`config.mk`:
```
export PLATFORM = sky130hd
export DESIGN_NAME = mgrf_top
export DESIGN_NICKNAME = d
export VERILOG_FILES = /design/src/mgrf_sat.v /design/src/mgrf_top.v
export VERILOG_INCLUDE_DIRS = /design/src
export SDC_FILE = /design/constraint.sdc
export NUM_CORES = 1
export LEC_CHECK = 0
export BUFFER_PORTS_ARGS = -buffer_cell sky130_fd_sc_hd__buf_4
export CAP_MARGIN = 40
export CELL_PAD_IN_SITES_DETAIL_PLACEMENT = 1
export CELL_PAD_IN_SITES_GLOBAL_PLACEMENT = 1
export CORE_ASPECT_RATIO = 0.7
export CORE_MARGIN = 10
export CORE_UTILIZATION = 46
export DETAILED_ROUTE_END_ITERATION = 6
export GPL_TIMING_DRIVEN = 0
export PLACE_DENSITY_LB_ADDON = 0.08
export SETUP_SLACK_MARGIN = 0.3
export SYNTH_ARGS = -nofsm -noshare
export SYNTH_HDL_FRONTEND = slang
export SYNTH_SLANG_ARGS = --single-unit
```
`constraint.sdc`:
```
create_clock -name ref_clk_in -period 4.4 [get_ports ref_clk_in]
set_input_delay 0.66 -clock ref_clk_in [delete_from_list [all_inputs] [get_ports ref_clk_in]]
set_output_delay 0.66 -clock ref_clk_in [all_outputs]
set_load 0.02 [all_outputs]
```
`src/mgrf_consts.vh`:
```
// Constants for the magnetometer register file: addresses, fields,
// reset values and timing figures. Definitions only.
`ifndef MGRF_CONSTS_VH
`define MGRF_CONSTS_VH
// ----------------------------------------------------------------------
// Register addresses
// ----------------------------------------------------------------------
`define MGRF_A_X_LOW 8'h00
`define MGRF_A_X_HIGH 8'h01
`define MGRF_A_Y_LOW 8'h02
`define MGRF_A_Y_HIGH 8'h03
`define MGRF_A_Z_LOW 8'h04
`define MGRF_A_Z_HIGH 8'h05
`define MGRF_A_FLAGS 8'h06
`define MGRF_A_T_LOW 8'h07
`define MGRF_A_T_HIGH 8'h08
`define MGRF_A_SETUP 8'h09
`define MGRF_A_CTRL2 8'h0a
`define MGRF_A_FLIP 8'h0b
`define MGRF_A_CODE_LO 8'h0e
`define MGRF_A_CODE_HI 8'h11
// ----------------------------------------------------------------------
// Field positions
// ----------------------------------------------------------------------
`define MGRF_F_DATA_READY_FLAG 0
`define MGRF_F_OVL 1
`define MGRF_F_SKIP 2
`define MGRF_F_INT_DIS 0
`define MGRF_F_WRAP 6
`define MGRF_F_SRST 7
// ----------------------------------------------------------------------
// Mode codes and reset values
// ----------------------------------------------------------------------
`define MGRF_MODE_STBY 2'h0
`define MGRF_MODE_CONT 2'h1
`define MGRF_MODE_TEST 2'h2
`define MGRF_RST_SETUP 8'h00
`define MGRF_RST_CTRL2 8'h00
`define MGRF_RST_FLIP 8'h00
`define MGRF_RST_DATA 16'h0000
// ----------------------------------------------------------------------
// Timing
// ----------------------------------------------------------------------
// Rate periods in 10 MHz clock cycles for 10, 50, 100 and 200 Hz
`define MGRF_RATE0_CYC 20'hf4240
`define MGRF_RATE1_CYC 20'h30d40
`define MGRF_RATE2_CYC 20'h186a0
`define MGRF_RATE3_CYC 20'h0c350
`define MGRF_RAW_W 18
`endif

```
`src/mgrf_sat.v`:
```
// Saturates one wide signed axis sample into 16 bits.
// Assumes the raw sample is held stable while it is qualified.
`timescale 1ns/100ps
module mgrf_sat #(
   parameter W = 18
) (
   input wire [W-1:0] raw_in,
   output reg [15:0] sat_out,
   output reg ovf_out
);
   localparam [W-1:0] MAXV = {{(W-15){1'b0}}, 15'h7fff};
   localparam [W-1:0] MINV = {{(W-15){1'b1}}, 15'h0000};
   // --------------------------------------------------------------
   // Clamp to the signed 16-bit range
   // --------------------------------------------------------------
   always @* begin
      if ($signed(raw_in) > $signed(MAXV)) begin
         sat_out = 16'h7fff;
         ovf_out = 1'b1;
      end else if ($signed(raw_in) < $signed(MINV)) begin
         sat_out = 16'h8000;
         ovf_out = 1'b1;
      end else begin
         sat_out = raw_in[15:0];
         ovf_out = 1'b0;
      end
   end
endmodule

```
`src/mgrf_top.v`:
```
// Register file and measurement control of a three-axis magnetometer.
// Assumes a byte-level serial engine in front: it reports the register
// address byte of a write phase, each data byte written, and each byte
// request of a read phase, all synchronous to ref_clk_in.
// Clock enable low freezes every register; reset acts regardless.
// Results load only on a front-end sample strobe in a measuring mode.
// Limitation: a new output rate takes effect at the next timer reload.

`timescale 1ns/100ps
`include "mgrf_consts.vh"
module mgrf_top #(
   parameter [19:0] RATE0_CYC = `MGRF_RATE0_CYC,
   parameter [19:0] RATE1_CYC = `MGRF_RATE1_CYC,
   parameter [19:0] RATE2_CYC = `MGRF_RATE2_CYC,
   parameter [19:0] RATE3_CYC = `MGRF_RATE3_CYC
) (
   input wire ref_clk_in,
   input wire rst_n_in,
   input wire clk_en_in,
   input wire host_addr_valid_in,
   input wire [7:0] host_addr_in,
   input wire host_wdata_valid_in,
   input wire [7:0] host_wdata_in,
   input wire host_rd_req_in,
   output reg [7:0] host_rd_data_out,
   output reg host_rd_valid_out,
   input wire adc_valid_in,
   input wire [`MGRF_RAW_W-1:0] adc_x_in,
   input wire [`MGRF_RAW_W-1:0] adc_y_in,
   input wire [`MGRF_RAW_W-1:0] adc_z_in,
   input wire [15:0] adc_temp_in,
   output reg meas_start_out,
   output reg self_test_out,
   output reg [1:0] field_range_select_out,
   output reg [1:0] oversampling_field_out,
   output reg [7:0] flip_period_value_out,
   output reg int_pin_out
);
   // --------------------------------------------------------------
   // State
   // --------------------------------------------------------------
   reg [15:0] x_axis_result_r;
   reg [15:0] y_axis_result_r;
   reg [15:0] z_axis_result_r;
   reg [15:0] temperature_result_r;
   reg data_ready_flag_r;
   reg overflow_flag_r;
   reg data_skipped_flag_r;
   reg [7:0] setup_r;
   reg interrupt_pin_disable_r;
   reg pointer_wrap_enable_r;
   reg [7:0] flip_period_r;
   reg [31:0] code_r;
   reg [7:0] ptr_r;
   reg start_low_r;
   reg [19:0] timer_r;
   reg [1:0] mode_prev_r;

   wire [15:0] x_sat;
   wire [15:0] y_sat;
   wire [15:0] z_sat;
   wire x_ovf;
   wire y_ovf;
   wire z_ovf;

   wire [1:0] mode = setup_r[1:0];
   wire [1:0] output_rate_field = setup_r[3:2];
   // Reserved code 11 falls through to standby
   wire cont = (mode == `MGRF_MODE_CONT);
   wire test = (mode == `MGRF_MODE_TEST);
   wire measuring = cont | test;

   // Soft reset acts on the write itself, before any register sees it
   wire soft_rst = host_wdata_valid_in && (ptr_r == `MGRF_A_CTRL2) &&
      host_wdata_in[`MGRF_F_SRST];
   // A read of any axis byte counts as the data having been fetched
   wire rd_axis = host_rd_req_in && (ptr_r <= `MGRF_A_Z_HIGH);
   wire load = adc_valid_in && measuring;
   wire wr = host_wdata_valid_in && !soft_rst;

   // --------------------------------------------------------------
   // Saturation, one per axis
   // --------------------------------------------------------------
   // Wide samples let overflow be seen; only the result is clamped
   mgrf_sat #(.W(`MGRF_RAW_W)) u_sat_x (
      .raw_in(adc_x_in),
      .sat_out(x_sat),
      .ovf_out(x_ovf)
   );
   mgrf_sat #(.W(`MGRF_RAW_W)) u_sat_y (
      .raw_in(adc_y_in),
      .sat_out(y_sat),
      .ovf_out(y_ovf)
   );
   mgrf_sat #(.W(`MGRF_RAW_W)) u_sat_z (
      .raw_in(adc_z_in),
      .sat_out(z_sat),
      .ovf_out(z_ovf)
   );

   // --------------------------------------------------------------
   // Rate period select
   // --------------------------------------------------------------
   // Counts are parameters so a bench can shorten them
   reg [19:0] period;
   always @* begin
      case (output_rate_field)
         2'h0: period = RATE0_CYC;
         2'h1: period = RATE1_CYC;
         2'h2: period = RATE2_CYC;
         2'h3: period = RATE3_CYC;
         default: period = RATE0_CYC;
      endcase
   end

   // --------------------------------------------------------------
   // Read data mux
   // --------------------------------------------------------------
   // Unmapped and reserved addresses read as zero
   reg [7:0] rd_mux;
   always @* begin
      case (ptr_r)
         `MGRF_A_X_LOW: rd_mux = x_axis_result_r[7:0];
         `MGRF_A_X_HIGH: rd_mux = x_axis_result_r[15:8];
         `MGRF_A_Y_LOW: rd_mux = y_axis_result_r[7:0];
         `MGRF_A_Y_HIGH: rd_mux = y_axis_result_r[15:8];
         `MGRF_A_Z_LOW: rd_mux = z_axis_result_r[7:0];
         `MGRF_A_Z_HIGH: rd_mux = z_axis_result_r[15:8];
         `MGRF_A_FLAGS: rd_mux = {5'h00, data_skipped_flag_r,
            overflow_flag_r, data_ready_flag_r};
         `MGRF_A_T_LOW: rd_mux = temperature_result_r[7:0];
         `MGRF_A_T_HIGH: rd_mux = temperature_result_r[15:8];
         `MGRF_A_SETUP: rd_mux = setup_r;
         `MGRF_A_CTRL2: rd_mux = {1'b0, pointer_wrap_enable_r, 5'h00,
            interrupt_pin_disable_r};
         `MGRF_A_FLIP: rd_mux = flip_period_r;
         8'h0e: rd_mux = code_r[7:0];
         8'h0f: rd_mux = code_r[15:8];
         8'h10: rd_mux = code_r[23:16];
         8'h11: rd_mux = code_r[31:24];
         default: rd_mux = 8'h00;
      endcase
   end

   // --------------------------------------------------------------
   // Pointer next value
   // --------------------------------------------------------------
   // An address byte wins over a read request in the same cycle
   reg [7:0] ptr_nxt;
   always @* begin
      ptr_nxt = ptr_r;
      if (host_addr_valid_in) begin
         ptr_nxt = host_addr_in;
      end else if (host_rd_req_in) begin
         if (pointer_wrap_enable_r && start_low_r &&
               ptr_r == `MGRF_A_FLAGS) begin
            ptr_nxt = `MGRF_A_X_LOW;
         end else begin
            ptr_nxt = ptr_r + 8'h01;
         end
      end
   end

   // --------------------------------------------------------------
   // Host access and configuration registers
   // --------------------------------------------------------------
   // Soft reset returns every mapped register to default, not the pointer; the reset bit
   // itself is never stored, so it reads back as zero.
   // Read data holds until the next request; reads never touch results.
   always @(posedge ref_clk_in) begin
      if (!rst_n_in) begin
         setup_r <= `MGRF_RST_SETUP;
         interrupt_pin_disable_r <= 1'b0;
         pointer_wrap_enable_r <= 1'b0;
         flip_period_r <= `MGRF_RST_FLIP;
         code_r <= 32'h00000000;
         ptr_r <= 8'h00;
         start_low_r <= 1'b0;
         host_rd_data_out <= 8'h00;
         host_rd_valid_out <= 1'b0;
      end else if (clk_en_in) begin
         host_rd_valid_out <= host_rd_req_in;
         if (host_rd_req_in) begin
            host_rd_data_out <= rd_mux;
         end
         ptr_r <= ptr_nxt;
         if (host_addr_valid_in) begin
            start_low_r <= (host_addr_in <= `MGRF_A_FLAGS);
         end
         if (soft_rst) begin
            setup_r <= `MGRF_RST_SETUP;
            interrupt_pin_disable_r <= 1'b0;
            pointer_wrap_enable_r <= 1'b0;
            flip_period_r <= `MGRF_RST_FLIP;
            code_r <= 32'h00000000;
         end else if (wr) begin
            // Write lands at the address of the preceding address byte
            case (ptr_r)
               `MGRF_A_SETUP: setup_r <= host_wdata_in;
               `MGRF_A_CTRL2: begin
                  interrupt_pin_disable_r <=
                     host_wdata_in[`MGRF_F_INT_DIS];
                  pointer_wrap_enable_r <=
                     host_wdata_in[`MGRF_F_WRAP];
               end
               `MGRF_A_FLIP: flip_period_r <= host_wdata_in;
               `MGRF_A_X_LOW, `MGRF_A_X_HIGH, `MGRF_A_Y_LOW,
               `MGRF_A_Y_HIGH, `MGRF_A_Z_LOW, `MGRF_A_Z_HIGH,
               `MGRF_A_FLAGS, `MGRF_A_T_LOW, `MGRF_A_T_HIGH: begin
                  // Results and status are read-only to the host
                  code_r <= code_r;
               end
               8'h0e: code_r[7:0] <= host_wdata_in;
               8'h0f: code_r[15:8] <= host_wdata_in;
               8'h10: code_r[23:16] <= host_wdata_in;
               8'h11: code_r[31:24] <= host_wdata_in;
               default: code_r <= code_r;
            endcase
         end
      end
   end

   // --------------------------------------------------------------
   // Measurement timer
   // --------------------------------------------------------------
   // The timer restarts on every mode change so the first conversion
   // of a new mode is requested at once.
   // Clock enable low holds everything, a start pulse included.
   always @(posedge ref_clk_in) begin
      if (!rst_n_in) begin
         timer_r <= 20'h00000;
         mode_prev_r <= `MGRF_MODE_STBY;
         meas_start_out <= 1'b0;
      end else if (clk_en_in) begin
         mode_prev_r <= mode;
         meas_start_out <= 1'b0;
         if (!measuring || soft_rst) begin
            timer_r <= 20'h00000;
         end else if (mode != mode_prev_r) begin
            timer_r <= 20'h00000;
         end else if (timer_r == 20'h00000) begin
            timer_r <= period - 20'h00001;
            meas_start_out <= 1'b1;
         end else begin
            timer_r <= timer_r - 20'h00001;
         end
      end
   end

   // --------------------------------------------------------------
   // Results and status flags
   // --------------------------------------------------------------
   // A load in the same cycle as an axis read wins over the ready clear; skip still clears.
   // Overflow is rewritten by every load, so one clean set clears it.
   // Skip is judged only in continuous mode, never in self-test.
   always @(posedge ref_clk_in) begin
      if (!rst_n_in) begin
         x_axis_result_r <= `MGRF_RST_DATA;
         y_axis_result_r <= `MGRF_RST_DATA;
         z_axis_result_r <= `MGRF_RST_DATA;
         temperature_result_r <= `MGRF_RST_DATA;
         data_ready_flag_r <= 1'b0;
         overflow_flag_r <= 1'b0;
         data_skipped_flag_r <= 1'b0;
      end else if (clk_en_in) begin
         if (soft_rst) begin
            x_axis_result_r <= `MGRF_RST_DATA;
            y_axis_result_r <= `MGRF_RST_DATA;
            z_axis_result_r <= `MGRF_RST_DATA;
            temperature_result_r <= `MGRF_RST_DATA;
            data_ready_flag_r <= 1'b0;
            overflow_flag_r <= 1'b0;
            data_skipped_flag_r <= 1'b0;
         end else begin
            if (load) begin
               x_axis_result_r <= x_sat;
               y_axis_result_r <= y_sat;
               z_axis_result_r <= z_sat;
               temperature_result_r <= adc_temp_in;
               overflow_flag_r <= x_ovf | y_ovf | z_ovf;
            end
            if (load) begin
               data_ready_flag_r <= 1'b1;
            end else if (rd_axis) begin
               data_ready_flag_r <= 1'b0;
            end
            if (load && cont && data_ready_flag_r && !rd_axis) begin
               data_skipped_flag_r <= 1'b1;
            end else if (rd_axis) begin
               data_skipped_flag_r <= 1'b0;
            end
         end
      end
   end

   // --------------------------------------------------------------
   // Front-end settings and interrupt pin
   // --------------------------------------------------------------
   // Settings are registered copies, so the front end sees a change
   // one cycle after the write.
   // The pin drops with the soft-reset write itself, a cycle early.
   always @(posedge ref_clk_in) begin
      if (!rst_n_in) begin
         self_test_out <= 1'b0;
         field_range_select_out <= 2'h0;
         oversampling_field_out <= 2'h0;
         flip_period_value_out <= `MGRF_RST_FLIP;
         int_pin_out <= 1'b0;
      end else if (clk_en_in) begin
         self_test_out <= test;
         field_range_select_out <= setup_r[5:4];
         oversampling_field_out <= setup_r[7:6];
         flip_period_value_out <= flip_period_r;
         int_pin_out <= data_ready_flag_r && !interrupt_pin_disable_r &&
            !soft_rst;
      end
   end
endmodule

```
==> flow_summary.yaml <==
clocking:
  clk_latency_ps: 450
  ctsHoldBuffers: 0
  cts.sinks: 172
  cts_resized: 0
  path_clk_slew_ps: 70
  ctsRootBufferMaster: "clkbuf_16"
  cts_tree: "done"
  clock_path_buffers: 2
  htreeDepth: 4
  tritoncts.num_buffers: 17
  postCtsSetupBuffers: 0
power_and_ir_drop:
  p_leak_nw: 3.68
  peakVddDrop_mv: 0.216
  p_per_area_mw_per_mm2: 337
timing:
  maxSlewHeadroom_pct: 36.8
  layout_min_cycle_time_ps: 3340
  holdWs_ps: 465
  post-route-period-util_pct: 76.0
  rsz0062_at_grt: "false"
  final.setup.tns_ps: 0
  fmax_ghz: 0.299
  finClkSkew_ps: 14.9
  setup_viol: 0
  drv_slew: 0
  max_slew.worst_pin.slew_ps: 948
  finalHoldViolCount: 0
worst_setup_path:
  cp.required_ps: 4700
  r2r_cells: 9
  arrival_ps: 3640
  path_class: "flip-flop to flip-flop"
  setup.worst_path.start: "ptr_r[4]$_SDFFE_PN0P_"
  critPathLaunchType: "flip-flop"
  timing.rr.start: "ptr_r[4]$_SDFFE_PN0P_"
  timing.rr.end: "code_r[15]$_SDFFE_PN0P_"
  critPathMaxFanout: 10
  critical_path.endpoint: "code_r[15]$_SDFFE_PN0P_"
  end_kind: "flip-flop"
  r2r_setup_slack_ps: 1060
route:
  wirelength_um: 34600
  drc: 2
  wl_per_cell_um: 24.4
  drt-pass1-iter-count: 7
  initialDrtViolationCount: 931
  vias: 8802
  avgViaCountPerCell: 6.19
  ant_nets: 0
die:
  core-area_mm2: 0.0181
  start_util_pct: 47.0
  io_pins: 117
  die_area_mm2: 0.0244
  die_height_um: 134
  rows: 41
  fp.dieW_um: 183
global_routing:
  track_usage_pct: 27.7
  antenna_found_initial: 2
  grt_max_degree: 21
  grt-ovfl-total: 0
  grt_pass1_vias: 8792
  grt_pass1_wl_um: 52900
final_layout:
  postLayoutCellArea_mm2: 0.0103
  area_delta_synth_final_pct: 21.2
  drive_above_1_share_pct: 14.4
  final_cells: 1422
  fin_nets: 1277
synth:
  ys_types: 66
  seq_area_frac_synth_pct: 40.5
  synth-edff-count: 0
  ys_ff_latch: 172
  synth_ff_type: "dfxtp_1"
  netlist_area_mm2: 0.00850
  syn_nets: 1140
  ys_warn_count: 0
  avgSynthCellArea_um2: 8.22
  postSynth.asyncResetShare_pct: 0
  syn-instance-count: 1034
run_status:
  status: "finished with violations"
  violations: "DRC"
placed_design:
  routabilityCongestion: 1.00
  placed_cell_area_mm2: 0.00969
  dp_hpwl_um: 26400
  port-buffer-count: 115
  dp_cells: 1388
job:
  maxCapViolCount: 0
hold_path:
  hold_class: "flip-flop to flip-flop"
-- per-stage QoR --
stage / worst slack, ps / total power, mW / util (%)
final: 1060 / 3.47 / 56.9
after global routing: 946 / 3.57 / 56.9
after CTS: 1190 / 3.46 / 56.9
after detailed placement: 1210 / 1.93 / 53.5
after global placement: 1240 / 1.93 / 53.4
after floorplan: 1910 / 1.77 / -
-- routing by layer --
| layer | GRT usage [%] | vias to the layer above | wire length [um] |
|---|---|---|---|
| li1 | - | 4042 | - |
| met1 | 39.2 | 4348 | 16000 |
| met2 | 41.0 | 357 | 15000 |
| met3 | 6.52 | 51 | 2930 |
| met4 | 7.26 | 4 | 592 |
| met5 | 0 | - | 31 |
-- logic make-up (layout without fill, tap and decap cells) --
family | after synthesis | count (layout) | share of synthesized area (%)
other | 0 | 2 | 0
DFF | 172 | 172 | 40.5
adders and majority gates | 13 | 13 | 1.91
buffers and inverters | 98 | 248 | 4.44
muxes | 78 | 78 | 9.24
and+or+nand+nor | 365 | 365 | 19.7
xor gates and xnor gates | 6 | 6 | 0.618
AOI/OAI and AO/OA | 302 | 302 | 23.6
-- layout by cell type (no fill, tap or decap), drive strengths merged, types with 7 or more instances in the layout --
cell type | Yosys | routed
o211ai | 47 | 47
ha | 13 | 13
nor3 | 19 | 19
nor2 | 135 | 135
mux2i | 74 | 74
or4 | 7 | 7
a31oi | 11 | 11
clkinv | 0 | 9
clkbuf | 70 | 87
o22ai | 7 | 7
nand2 | 111 | 111
a21oi | 93 | 93
dfxtp | 172 | 172
buf | 14 | 131
and2 | 16 | 16
a22oi | 40 | 40
inv | 14 | 19
o21ai | 50 | 50
nor4 | 14 | 14
nand3 | 24 | 24
and3 | 9 | 9
-- area by class of cell --
cell class	count	area, um2
clock inverters	15	189
diodes	2	5.00
well taps	236	295
clock buffers	17	425
plain buffers	84	325
fillers	2186	7800
multi-input cells	764	4680
repair buffers	118	887
inverters	14	52.6
flip-flops and latches	172	3440
-- worst min-delay path by stage --
| stage | startpoint | endpoint | slack [ps] | cells past startpoint |
|---|---|---|---|---|
| after CTS | y_axis_result_r[7]$_SDFFE_PN0P_ | y_axis_result_r[7]$_SDFFE_PN0P_ | 470 | 2 |
| after global placement | x_axis_result_r[9]$_SDFFE_PN0P_ | x_axis_result_r[9]$_SDFFE_PN0P_ | 440 | 2 |
| after detailed placement | y_axis_result_r[7]$_SDFFE_PN0P_ | y_axis_result_r[7]$_SDFFE_PN0P_ | 450 | 2 |
| after floorplan | z_axis_result_r[4]$_SDFFE_PN0P_ | z_axis_result_r[4]$_SDFFE_PN0P_ | 430 | 2 |
| after global routing | adc_temp_in[2] | temperature_result_r[2]$_SDFFE_PN0P_ | 480 | 3 |
| final | x_axis_result_r[10]$_SDFFE_PN0P_ | x_axis_result_r[10]$_SDFFE_PN0P_ | 460 | 2 |
-- cells in the mapped netlist, types with 4 or more instances --
cell type	number	area, um2
o22ai_1	7	43.8
a211oi_1	4	30.0
o211ai_1	47	353
a21oi_4	5	81.3
nor2b_1	4	25.0
o41ai_1	4	35.0
a22o_1	6	52.6
nand3_1	24	120
or4_1	6	45.0
clkbuf_1	69	259
nor3_1	18	90.1
nand3b_1	4	30.0
nand2_1	111	417
and3_1	9	56.3
inv_1	14	52.6
a21oi_1	88	440
dfxtp_1	172	3440
mux2i_1	74	741
nor4_1	13	81.3
buf_1	7	26.3
ha_1	13	163
a22oi_1	40	300
and2_1	9	56.3
and2_0	7	43.8
nor3b_1	6	45.0
nand2b_1	4	25.0
nand4_1	5	31.3
o21ai_0	49	245
a31oi_1	11	68.8
a221oi_1	6	52.6
buf_2	7	35.0
nor2_1	134	503
-- power by group --
group	switching, mW	total (mW)	internal (mW)
sequential	0.00941	1.57	1.56
clock	0.788	1.56	0.774
combinational	0.230	0.339	0.109
-- critical path, stage by stage (launching register included) --
cell and delay, ps:
dfxtp_1 310, buf_2 180, nor4_1 620, clkbuf_1 470
and2_1 200, clkbuf_1 500, nand2_1 200, a21oi_4 400
mux2i_1 240, nor2_1 80
-- flip-flops by register name, indices dropped and copies added, names as in the netlist, 8 cells and up --
signal and flops:
timer_r 20, temperature_result_r 16, y_axis_result_r 16, flip_period_value_out 8, z_axis_result_r 16, flip_period_r 8
setup_r 8, host_rd_data_out 8, code_r 32, x_axis_result_r 16, ptr_r 8
No activity file was read; power rests on OpenSTA's default activity.
